**src/core/pdbm_pkg.sv**
```systemverilog
// Purpose: Shared constants and types for the pi/4 DQPSK burst modulator
// Assumes: One master clock; the bit clock is divided down from it
// Notes:   Impulse and coefficient scales are chosen for a 10-bit output
// How it works
// - Serial bits pair into dibits, X first
// - Dibit selects one of four phase steps
// - New phase is old phase plus step
// - Odd steps alternate the two four-point sets
// - RRC alpha 0.5, span eight symbols, 10-bit
// - Wake input sampled on rising clock edges
// - Wake high: calibrate, then raise calibrated flag
// - Flag drops next edge, bit clock two later
// - Controller shifts on rise; device captures falling
// - Burst start: two zero dibits during ramp-up
// - First data symbol is first captured dibit
// - Dibit in progress at fall ends ramp-down
// - Eight more bit clocks capture four dibits
// - Ramp-down reaches zero after two symbols
// - After last bit clock, flag returns high
// - Wake low: sleep, release analog outputs
// - Both mode selects low: normal modulation
// - Tone test: I zero, Q full, ramped
// - Burst indicator follows request through pipeline
// - Bit clock runs at the bit rate
package pdbm_pkg;
    localparam logic [5:0]  BIT_HALF     = 6'h20;  // Bit clock falls here
    localparam logic [5:0]  BIT_LAST     = 6'h3F;  // Master clock over 64
    localparam logic [6:0]  SYM_LAST     = 7'h7F;  // 128 cycles a symbol
    localparam logic [4:0]  SAMPLE_AT    = 5'h01;  // Sample slot in a quarter symbol
    localparam logic [1:0]  START_WAIT   = 2'h2;
    localparam logic [1:0]  LEAD_SYMS    = 2'h2;
    localparam logic [2:0]  TAIL_WORDS   = 3'h5;   // Last ramp-down dibit plus four flush dibits
    localparam logic [2:0]  TAIL_DOWN_AT = 3'h1;
    localparam logic [4:0]  ENV_MAX      = 5'h10;
    localparam int          ENV_SHIFT    = 4;
    localparam logic [3:0]  ENV_STEP     = 4'hF;   // 16 steps of 16 cycles = two symbols
    localparam logic [2:0]  INC_00       = 3'h1;   // Phase in units of pi/4
    localparam logic [2:0]  INC_01       = 3'h3;
    localparam logic [2:0]  INC_10       = 3'h7;
    localparam logic [2:0]  INC_11       = 3'h5;
    localparam logic signed [7:0] IMP_ONE  = 8'sh40;
    localparam logic signed [7:0] IMP_DIAG = 8'sh2D;
    localparam int          TAPS         = 9;
    localparam int          OSR          = 4;
    localparam int          OUT_SHIFT    = 5;
    localparam logic signed [9:0] OUT_MAX = 10'sh1FF;
    localparam logic signed [9:0] OUT_MIN = -10'sh1FF;
    localparam int          FIFO_DEPTH   = 8;
    localparam int          SYNC_W       = 5;
    // RRC alpha 0.5 at quarter-symbol steps, centre tap first, scaled to 127
    localparam logic signed [7:0] RRC_COEF [0:16] = '{
        8'sh7F, 8'sh6D, 8'sh41, 8'sh12, -8'sh0C, -8'sh12, -8'sh08, 8'sh02, 8'sh05,
        8'sh02, -8'sh02, -8'sh02, 8'sh00, 8'sh02, 8'sh01, 8'sh00, -8'sh01};
    typedef struct packed {
        logic       tail;
        logic [1:0] dibit;
    } pdbm_word_type;
    typedef struct packed {
        logic signed [7:0] i;
        logic signed [7:0] q;
    } pdbm_imp_type;
    typedef struct packed {
        logic signed [9:0] i;
        logic signed [9:0] q;
    } pdbm_iq_type;
    typedef enum logic [5:0] {
        ST_SLEEP = 6'h01,
        ST_CAL   = 6'h02,
        ST_READY = 6'h04,
        ST_START = 6'h08,
        ST_RUN   = 6'h10,
        ST_FLUSH = 6'h20
    } pdbm_state_type;
endpackage

```
**src/core/pdbm_top.sv**
```systemverilog
// Purpose: pi/4 DQPSK burst modulator core with bit clock and envelope
// Assumes: Inputs from the controller are asynchronous to i_clock
// Notes:   Analog trim and drivers sit outside; this core only flags them
`timescale 1ns/1ps

// ----------------------------------------------------------------
// Dibit FIFO between bit capture and the symbol modulator
// ----------------------------------------------------------------
module pdbm_fifo #(
    parameter int WIDTH = 3,
    parameter int DEPTH = 8
) (
    input  wire logic             i_clock,
    input  wire logic             i_nrst,
    input  wire logic             i_flush,
    input  wire logic             i_valid,
    output logic                  o_ready,
    input  wire logic [WIDTH-1:0] i_data,
    output logic                  o_valid,
    input  wire logic             i_ready,
    output logic      [WIDTH-1:0] o_data
);
    localparam int AW = $clog2(DEPTH);
    logic [WIDTH-1:0] mem_r [0:DEPTH-1];
    logic [AW-1:0]    wr_r;
    logic [AW-1:0]    rd_r;
    logic [AW:0]      cnt_r;
    wire              push = i_valid && o_ready;
    wire              pop  = o_valid && i_ready;

    // Full compare at the count's own width; a narrower constant would wrap to zero
    assign o_ready = (cnt_r != (AW+1)'(DEPTH));
    assign o_valid = (cnt_r != '0);
    assign o_data  = mem_r[rd_r];

    // Storage only; no reset needed on data
    always_ff @(posedge i_clock) begin
        if (push) begin
            mem_r[wr_r] <= i_data;
        end
    end

    // Pointers wrap naturally since the depth is a power of two
    always_ff @(posedge i_clock or negedge i_nrst) begin
        if (!i_nrst) begin
            wr_r  <= '0;
            rd_r  <= '0;
            cnt_r <= '0;
        end else if (i_flush) begin
            wr_r  <= '0;
            rd_r  <= '0;
            cnt_r <= '0;
        end else begin
            wr_r  <= push ? wr_r + 1'b1 : wr_r;
            rd_r  <= pop ? rd_r + 1'b1 : rd_r;
            cnt_r <= cnt_r + (AW+1)'(push) - (AW+1)'(pop);
        end
    end
endmodule

// ----------------------------------------------------------------
// Top level
// ----------------------------------------------------------------
module pdbm_top
    import pdbm_pkg::*;
#(
    parameter int CAL_CYCLES = 2048
) (
    input  wire logic       i_clock,
    input  wire logic       i_nrst,
    input  wire logic       i_wake,
    input  wire logic       i_burst_request,
    input  wire logic       i_serial_tx_bit,
    input  wire logic       i_mode_select_a,
    input  wire logic       i_mode_select_b,
    output logic            o_bit_strobe_out,
    output logic            o_calibrated,
    output logic            o_offset_cal_busy,
    output logic            o_analog_drive_en,
    output logic            o_burst_delayed_out,
    output logic      [9:0] o_inphase_output,
    output logic      [9:0] o_quadrature_output
);
    // ------------------------------------------------------------
    // Input synchronisers
    // ------------------------------------------------------------
    logic [SYNC_W-1:0] s1_r;
    logic [SYNC_W-1:0] s2_r;
    logic [SYNC_W-1:0] s3_r;
    logic [SYNC_W-1:0] lvl_r;
    logic              req_prev_r;

    // A level only moves once two stages agree, filtering metastable settles
    always_ff @(posedge i_clock or negedge i_nrst) begin
        if (!i_nrst) begin
            s1_r       <= '0;
            s2_r       <= '0;
            s3_r       <= '0;
            lvl_r      <= '0;
            req_prev_r <= 1'b0;
        end else begin
            s1_r       <= {i_mode_select_b, i_mode_select_a, i_serial_tx_bit, i_burst_request, i_wake};
            s2_r       <= s1_r;
            s3_r       <= s2_r;
            lvl_r      <= (s2_r & s3_r) | (lvl_r & (s2_r | s3_r));
            req_prev_r <= lvl_r[1];
        end
    end

    wire wake_lvl  = lvl_r[0];
    wire req_lvl   = lvl_r[1];
    wire data_lvl  = lvl_r[2];
    wire tone_mode = !lvl_r[3] && lvl_r[4];   // Factory codes run as normal
    wire req_rise  = req_lvl && !req_prev_r;

    // ------------------------------------------------------------
    // Sequencer: sleep, calibration, burst
    // ------------------------------------------------------------
    pdbm_state_type state_r;
    pdbm_state_type state_nxt;
    logic [31:0]    cal_cnt_r;
    logic [1:0]     wait_r;
    logic [5:0]     div_r;
    logic           bit_ph_r;
    logic           x_bit_r;
    logic [2:0]     tails_in_r;
    logic           fifo_in_ready;

    wire busy_link  = (state_r == ST_RUN) || (state_r == ST_FLUSH);
    wire stall      = (div_r == BIT_HALF) && bit_ph_r && !fifo_in_ready;
    wire capture    = busy_link && (div_r == BIT_HALF) && !stall;
    wire push       = capture && bit_ph_r;
    wire cal_done   = (cal_cnt_r == 32'(CAL_CYCLES - 1));
    wire flush_done = (tails_in_r == TAIL_WORDS) && (div_r == BIT_LAST);
    wire burst_go   = (state_r == ST_READY) && req_rise;

    // Next state; sleep overrides everything
    always_comb begin
        state_nxt = state_r;
        unique case (state_r)
            ST_SLEEP: if (wake_lvl) state_nxt = ST_CAL;
            ST_CAL:   if (cal_done) state_nxt = ST_READY;
            ST_READY: if (req_rise) state_nxt = ST_START;
            ST_START: if (wait_r == START_WAIT - 2'h1) state_nxt = ST_RUN;
            ST_RUN:   if (!req_lvl) state_nxt = ST_FLUSH;
            ST_FLUSH: if (flush_done) state_nxt = ST_READY;
            default:  state_nxt = ST_SLEEP;
        endcase
        if (!wake_lvl) begin
            state_nxt = ST_SLEEP;
        end
    end

    always_ff @(posedge i_clock or negedge i_nrst) begin
        if (!i_nrst) begin
            state_r   <= ST_SLEEP;
            cal_cnt_r <= '0;
            wait_r    <= '0;
        end else begin
            state_r   <= state_nxt;
            cal_cnt_r <= (state_r == ST_CAL) ? cal_cnt_r + 32'h1 : '0;
            wait_r    <= (state_r == ST_START) ? wait_r + 2'h1 : '0;
        end
    end

    // ------------------------------------------------------------
    // Bit clock and serial capture
    // ------------------------------------------------------------
    // Divider holds at the falling edge when the FIFO is full, so the
    // controller is stalled rather than a dibit being dropped
    always_ff @(posedge i_clock or negedge i_nrst) begin
        if (!i_nrst) begin
            div_r      <= '0;
            bit_ph_r   <= 1'b0;
            x_bit_r    <= 1'b0;
            tails_in_r <= '0;
        end else if (!busy_link) begin
            div_r      <= '0;
            bit_ph_r   <= 1'b0;
            tails_in_r <= '0;
        end else begin
            div_r <= stall ? div_r : div_r + 6'h1;
            if (capture) begin
                bit_ph_r <= !bit_ph_r;
                x_bit_r  <= bit_ph_r ? x_bit_r : data_lvl;
            end
            if (push && (state_r == ST_FLUSH)) begin
                tails_in_r <= tails_in_r + 3'h1;
            end
        end
    end

    assign o_bit_strobe_out  = busy_link && (div_r < BIT_HALF);
    assign o_calibrated      = (state_r == ST_READY);
    assign o_offset_cal_busy = (state_r == ST_CAL);
    assign o_analog_drive_en = (state_r != ST_SLEEP);

    // ------------------------------------------------------------
    // Dibit buffer
    // ------------------------------------------------------------
    pdbm_word_type in_word;
    pdbm_word_type out_word;
    logic          fifo_out_valid;
    logic          pop;

    assign in_word = '{tail: (state_r == ST_FLUSH), dibit: {x_bit_r, data_lvl}};

    pdbm_fifo #(
        .WIDTH ($bits(pdbm_word_type)),
        .DEPTH (FIFO_DEPTH)
    ) u_fifo (
        .i_clock (i_clock),
        .i_nrst  (i_nrst),
        .i_flush (burst_go),
        .i_valid (push),
        .o_ready (fifo_in_ready),
        .i_data  (in_word),
        .o_valid (fifo_out_valid),
        .i_ready (pop),
        .o_data  (out_word)
    );

    // ------------------------------------------------------------
    // Symbol modulator
    // ------------------------------------------------------------
    logic         mod_on_r;
    logic [6:0]   sym_div_r;
    logic [1:0]   lead_r;
    logic [2:0]   phase_r;
    logic [2:0]   tails_out_r;
    logic [4:0]   env_r;
    logic         env_up_r;
    logic [3:0]   step_r;
    logic         bdo_r;
    pdbm_imp_type imps_r [0:TAPS-1];
    pdbm_iq_type  out_r;

    wire       sym_tick  = mod_on_r && (sym_div_r == '0);
    wire       in_lead   = (lead_r != LEAD_SYMS);
    assign     pop       = sym_tick && !in_lead && fifo_out_valid;
    wire [1:0] dibit     = pop ? out_word.dibit : 2'h0;
    wire [2:0] inc       = (dibit == 2'h0) ? INC_00 :
                           (dibit == 2'h1) ? INC_01 :
                           (dibit == 2'h2) ? INC_10 : INC_11;
    wire [2:0] phase_nxt = phase_r + inc;
    wire       down_go   = pop && out_word.tail && (tails_out_r == TAIL_DOWN_AT);
    wire       mod_end   = !env_up_r && (env_r == '0) && (tails_out_r == TAIL_WORDS);

    // Cosine and sine of a phase in pi/4 units
    function automatic pdbm_imp_type lut(input logic [2:0] ph);
        pdbm_imp_type r;
        r = '{i: 8'sh00, q: 8'sh00};
        unique case (ph)
            3'h0: r = '{i: IMP_ONE,   q: 8'sh00};
            3'h1: r = '{i: IMP_DIAG,  q: IMP_DIAG};
            3'h2: r = '{i: 8'sh00,    q: IMP_ONE};
            3'h3: r = '{i: -IMP_DIAG, q: IMP_DIAG};
            3'h4: r = '{i: -IMP_ONE,  q: 8'sh00};
            3'h5: r = '{i: -IMP_DIAG, q: -IMP_DIAG};
            3'h6: r = '{i: 8'sh00,    q: -IMP_ONE};
            3'h7: r = '{i: IMP_DIAG,  q: -IMP_DIAG};
        endcase
        return r;
    endfunction

    wire pdbm_imp_type imp_nxt = tone_mode ? pdbm_imp_type'{i: 8'sh00, q: IMP_ONE} : lut(phase_nxt);

    // Restarting at the request edge forces a known phase and clean filter
    always_ff @(posedge i_clock or negedge i_nrst) begin
        if (!i_nrst) begin
            mod_on_r    <= 1'b0;
            sym_div_r   <= '0;
            lead_r      <= '0;
            phase_r     <= '0;
            tails_out_r <= '0;
            env_up_r    <= 1'b0;
            bdo_r       <= 1'b0;
            for (int k = 0; k < TAPS; k++) imps_r[k] <= '0;
        end else if (burst_go || !wake_lvl) begin
            mod_on_r    <= burst_go;
            sym_div_r   <= '0;
            lead_r      <= '0;
            phase_r     <= '0;
            tails_out_r <= '0;
            env_up_r    <= burst_go;
            bdo_r       <= 1'b0;
            for (int k = 0; k < TAPS; k++) imps_r[k] <= '0;
        end else if (mod_on_r) begin
            sym_div_r <= (sym_div_r == SYM_LAST) ? '0 : sym_div_r + 7'h1;
            bdo_r     <= !mod_end;
            if (sym_tick) begin
                lead_r    <= in_lead ? lead_r + 2'h1 : lead_r;
                phase_r   <= phase_nxt;
                imps_r[0] <= imp_nxt;
                for (int k = 1; k < TAPS; k++) imps_r[k] <= imps_r[k-1];
                tails_out_r <= (pop && out_word.tail) ? tails_out_r + 3'h1 : tails_out_r;
                mod_on_r    <= !mod_end;
            end
            if (down_go) begin
                env_up_r <= 1'b0;
            end
        end
    end

    // Envelope steps once every 16 cycles, up or down, never overshooting
    always_ff @(posedge i_clock or negedge i_nrst) begin
        if (!i_nrst) begin
            env_r  <= '0;
            step_r <= '0;
        end else if (!mod_on_r || burst_go) begin
            env_r  <= '0;
            step_r <= '0;
        end else begin
            step_r <= step_r + 4'h1;
            if (step_r == ENV_STEP) begin
                if (env_up_r && env_r != ENV_MAX) env_r <= env_r + 5'h1;
                else if (!env_up_r && env_r != '0) env_r <= env_r - 5'h1;
            end
        end
    end

    // ------------------------------------------------------------
    // RRC filter: 9 symbol taps, four output phases per symbol
    // ------------------------------------------------------------
    logic signed [19:0] acc_i;
    logic signed [19:0] acc_q;
    logic signed [9:0]  sat_i;
    logic signed [9:0]  sat_q;

    always_comb begin
        int d;
        d     = 0;
        acc_i = '0;
        acc_q = '0;
        for (int k = 0; k < TAPS; k++) begin
            d = ((TAPS / 2) - k) * OSR - int'(sym_div_r[6:5]);
            d = (d < 0) ? -d : d;
            if (d < $size(RRC_COEF)) begin
                // Widen both factors first so the 8x8 product keeps all 16 bits
                acc_i = acc_i + 20'(16'($signed(imps_r[k].i)) * 16'(RRC_COEF[d]));
                acc_q = acc_q + 20'(16'($signed(imps_r[k].q)) * 16'(RRC_COEF[d]));
            end
        end
    end

    // Saturate rather than wrap; a wrap would flip the waveform polarity
    function automatic logic signed [9:0] clip(input logic signed [19:0] a);
        logic signed [19:0] s;
        s = a >>> OUT_SHIFT;
        if (s > 20'(OUT_MAX)) return OUT_MAX;
        if (s < 20'(OUT_MIN)) return OUT_MIN;
        return s[9:0];
    endfunction

    assign sat_i = clip(acc_i);
    assign sat_q = clip(acc_q);

    wire signed [15:0] env_i = (16'(sat_i) * $signed({11'h0, env_r})) >>> ENV_SHIFT;
    wire signed [15:0] env_q = (16'(sat_q) * $signed({11'h0, env_r})) >>> ENV_SHIFT;
    wire               samp  = mod_on_r && (sym_div_r[4:0] == SAMPLE_AT);

    always_ff @(posedge i_clock or negedge i_nrst) begin
        if (!i_nrst) begin
            out_r <= '0;
        end else if (!mod_on_r) begin
            out_r <= '0;
        end else if (samp) begin
            out_r <= '{i: env_i[9:0], q: env_q[9:0]};
        end
    end

    assign o_inphase_output    = out_r.i;
    assign o_quadrature_output = out_r.q;
    assign o_burst_delayed_out = bdo_r;
endmodule

```
**config.mk**
```make
export PLATFORM = sky130hd
export DESIGN_NAME = pdbm_top
export DESIGN_NICKNAME = d
export VERILOG_FILES = /design/src/core/pdbm_pkg.sv /design/src/core/pdbm_top.sv
export SDC_FILE = /design/constraint.sdc
export NUM_CORES = 2
export LEC_CHECK = 0
export BUFFER_PORTS_ARGS = -buffer_cell sky130_fd_sc_hd__buf_2
export CORE_MARGIN = 2
export CORE_UTILIZATION = 46
export CTS_BUF_LIST = sky130_fd_sc_hd__clkbuf_16
export DETAILED_ROUTE_END_ITERATION = 10
export PLACE_DENSITY = 0.61
export REMOVE_ABC_BUFFERS = 1
export SLEW_MARGIN = 20
export SYNTH_ARGS = -nofsm -noshare
export SYNTH_HDL_FRONTEND = slang
export SYNTH_SLANG_ARGS = --single-unit
```
**constraint.sdc**
```tcl
create_clock -name i_clock -period 56.8 [get_ports i_clock]
set_input_delay 11.36 -clock i_clock [delete_from_list [all_inputs] [get_ports i_clock]]
set_output_delay 11.36 -clock i_clock [all_outputs]
set_load 0.05 [all_outputs]
```
==> impl_metrics.yaml <==
drt:
  firstDrtPassIters: 5
  ant_nets: 0
  vias: 48000
  viasPerCell: 4.94
  dr.first_iter.drc_count: 2234
  drc_errors: 0
  finalWirelength_mm: 161
  avgRoutedWirePerCell_um: 16.5
sta:
  setup_tns_ns: 0
  slew_headroom_pct: 24.2
  fin_worst_skew_ns: 0.0364
  layout_min_cycle_time_ns: 39.47
  fin_hold_ws_ns: 0.346
  fin_crit_sh_pct: 69.5
  maxSlewViolCount: 0
  fmax_ghz: 0.0253
  rsz0062_at_grt: "false"
  setup_viol: 0
  worstMarginPinSlew_ns: 1.13
  finalHoldViolations: 0
floorplan:
  start_util_pct: 46.3
  die_w_um: 400
  dieArea_um2: 160000
  coreArea_um2: 156000
  io_pins: 32
  fp-row-count: 145
  fp.dieH_um: 400
min_path:
  hold_path.class: "register to register"
  hold_start: "s1_r[2]"
logic_synthesis:
  avgSynthCellArea_um2: 9.40
  async_flop_share_pct: 89.7
  synth-edff-count: 24
  yosysWarnings: 0
  yosysMostFrequentCell: "inv_1"
  yosys-top-cells-area: "fa_1 41%, ha_1 16%, inv_1 11%"
  netlist_instances: 7681
  synthTopCellsByCount: "2157 x inv_1, 1474 x fa_1, 922 x ha_1, 548 x nand2_1, 331 x a21oi_1"
  yosysUniqueCellTypes: 97
  ys_ff_latch: 234
  yosysSeqAreaShare_pct: 8.28
  synth-main-ff-cell: "dfrtp_1"
  synth_top_cell_area_share_pct: 40.9
  synth_top_area_cell: "fa_1"
  syn_area_um2: 72200
flow_run:
  maxCapViolCount: 0
worst_setup_path:
  start_kind: "register"
  crit_top_cell: "fa_1"
  worst-path-max-fanout: 37
  crit_slowest_cell: "xnor2_1"
  cp.required_ns: 57.28
  endpoint_kind: "register"
  path_class: "register to register"
  cp.arrival_ns: 39.95
  cp_slowest_stage_delay_ns: 0.71
  startpoint: "sym_div_r[5]"
  r2r-start: "sym_div_r[5]"
global_routing:
  gr-usage-all-layers_pct: 21.2
  antenna_found_initial: 2
  grt_pass1_wl_mm: 276
  grt_pass1_vias: 53200
  grt_max_degree: 99
  grt_overflow: 0
clock_network:
  ctsLongestPathBuffers: 3
  clock-sinks: 234
  htreeDepth: 2
  cts_tree: "built"
  path_clk_slew_ns: 0.05
  cts_inserted_buffers: 35
  clkLatencyLatePin_ns: 0.59
  cts_root_buffer: "clkbuf_16"
  postCtsHoldBufs: 0
  cts_resized: 0
  postCtsSetupBuffers: 0
placed_design:
  dpl.hpwl_mm: 137
  io_buffers: 31
  place_congestion: 0.876
final_layout:
  synthToLayoutAreaGrowth_pct: 4.97
  layout-drive-gt1-share_pct: 3.00
  layout.nets: 10000
outcome:
  outcome: "completed"
-- critical path: cells and delay by family, from the launching register on --
family          cells  cell delay (ns)
compound gates     23             4.65
xor+xnor           14             3.40
fa+ha+maj          58            26.12
buf+inv            24             2.23
flops               1             0.37
mux                 1             0.13
simple gates       14             2.42
-- metal layers --
layer	wire length (µm)	global-route usage [%]	part of all wire [%]	vias to the layer above
met2	78500	36.7	49	606
met4	2640	3.42	1.6	0
li1	-	-	-	23000
met3	5350	2.06	3.3	143
met1	74300	29.3	46	24300
met5	0	0	0	-
-- state kept, by name (all words and copies together) (netlist names), 6 cells and up --
register             cells
imps_r                  81
o_inphase_output        10
o_quadrature_output     10
state_r                  6
sym_div_r                7
cal_cnt_r               32
div_r                    6
u_fifo.mem_r            24
-- cells by family (layout without fill, tap and decap cells) --
| family | Yosys count | after routing | synth area share, % |
|---|---|---|---|
| fa+ha+maj | 2401 | 2401 | 56.9 |
| mux | 39 | 39 | 0.672 |
| compound gates | 826 | 826 | 7.24 |
| xor+xnor | 428 | 428 | 5.25 |
| simple gates | 1422 | 1422 | 9.46 |
| buf+inv | 2329 | 2300 | 12.2 |
| other cells | 2 | 15 | 0.0104 |
| flops | 234 | 234 | 8.28 |
-- final timing paths --
kind | endpoint | slack, ns | depth (start not counted)
max | o_inphase_output[9] | 17.33 | 134
min | s2_r[2] | 0.35 | 0
max reg2reg | o_inphase_output[9] | 17.33 | 134
min reg2reg | s2_r[2] | 0.35 | 0
max in group asynchronous | mod_on_r | 44.45 | 2
min in group asynchronous | wait_r[1] | 10.83 | 1
-- metrics by stage --
step / instances / worst slack (ns) / util (%) / instance area (µm²)
global route: 9722 / 15.03 / 48.6 / 75800
global placement: 9659 / 17.69 / 47.9 / 74700
CTS: 9722 / 17.19 / 48.6 / 75800
finish: 9723 / 17.33 / 48.6 / 75800
floorplan: 7526 / 17.84 / - / 71600
detailed placement: 9659 / 17.21 / 47.9 / 74700
-- cell type report --
cell class / instances / area [µm²]
Multi-Input combinational cell: 5130 / 57500
Timing Repair Buffer: 75 / 495
Inverter: 2162 / 8120
Clock buffer: 35 / 876
Fill cell: 14800 / 80200
Antenna cell: 1 / 2.50
Tap cell: 2058 / 2570
Sequential cell: 234 / 5980
Clock inverter: 28 / 241
-- layout by cell type, fill, tap and decap left out, types with 18 or more instances in the layout --
cell type / n
nand2b_1: 80
a21oi_1: 331
and3_1: 27
o21bai_1: 84
or3_1: 19
edfxtp_1: 24
a21o_1: 95
nor3_1: 24
o21ai_0: 129
clkbuf_16: 35
nand4_1: 18
xor2_1: 123
or2_2: 33
buf_2: 30
inv_1: 2167
and2_1: 173
o21a_1: 29
xnor2_1: 302
nand3_1: 41
fa_1: 1474
nor2b_1: 132
dfrtp_1: 208
buf_4: 44
nand2_1: 547
nor2_1: 278
ha_1: 921
Power is left out: the tool's default activity adds up to more than one toggle a clock period on the data nets, which glitch-free logic cannot reach.
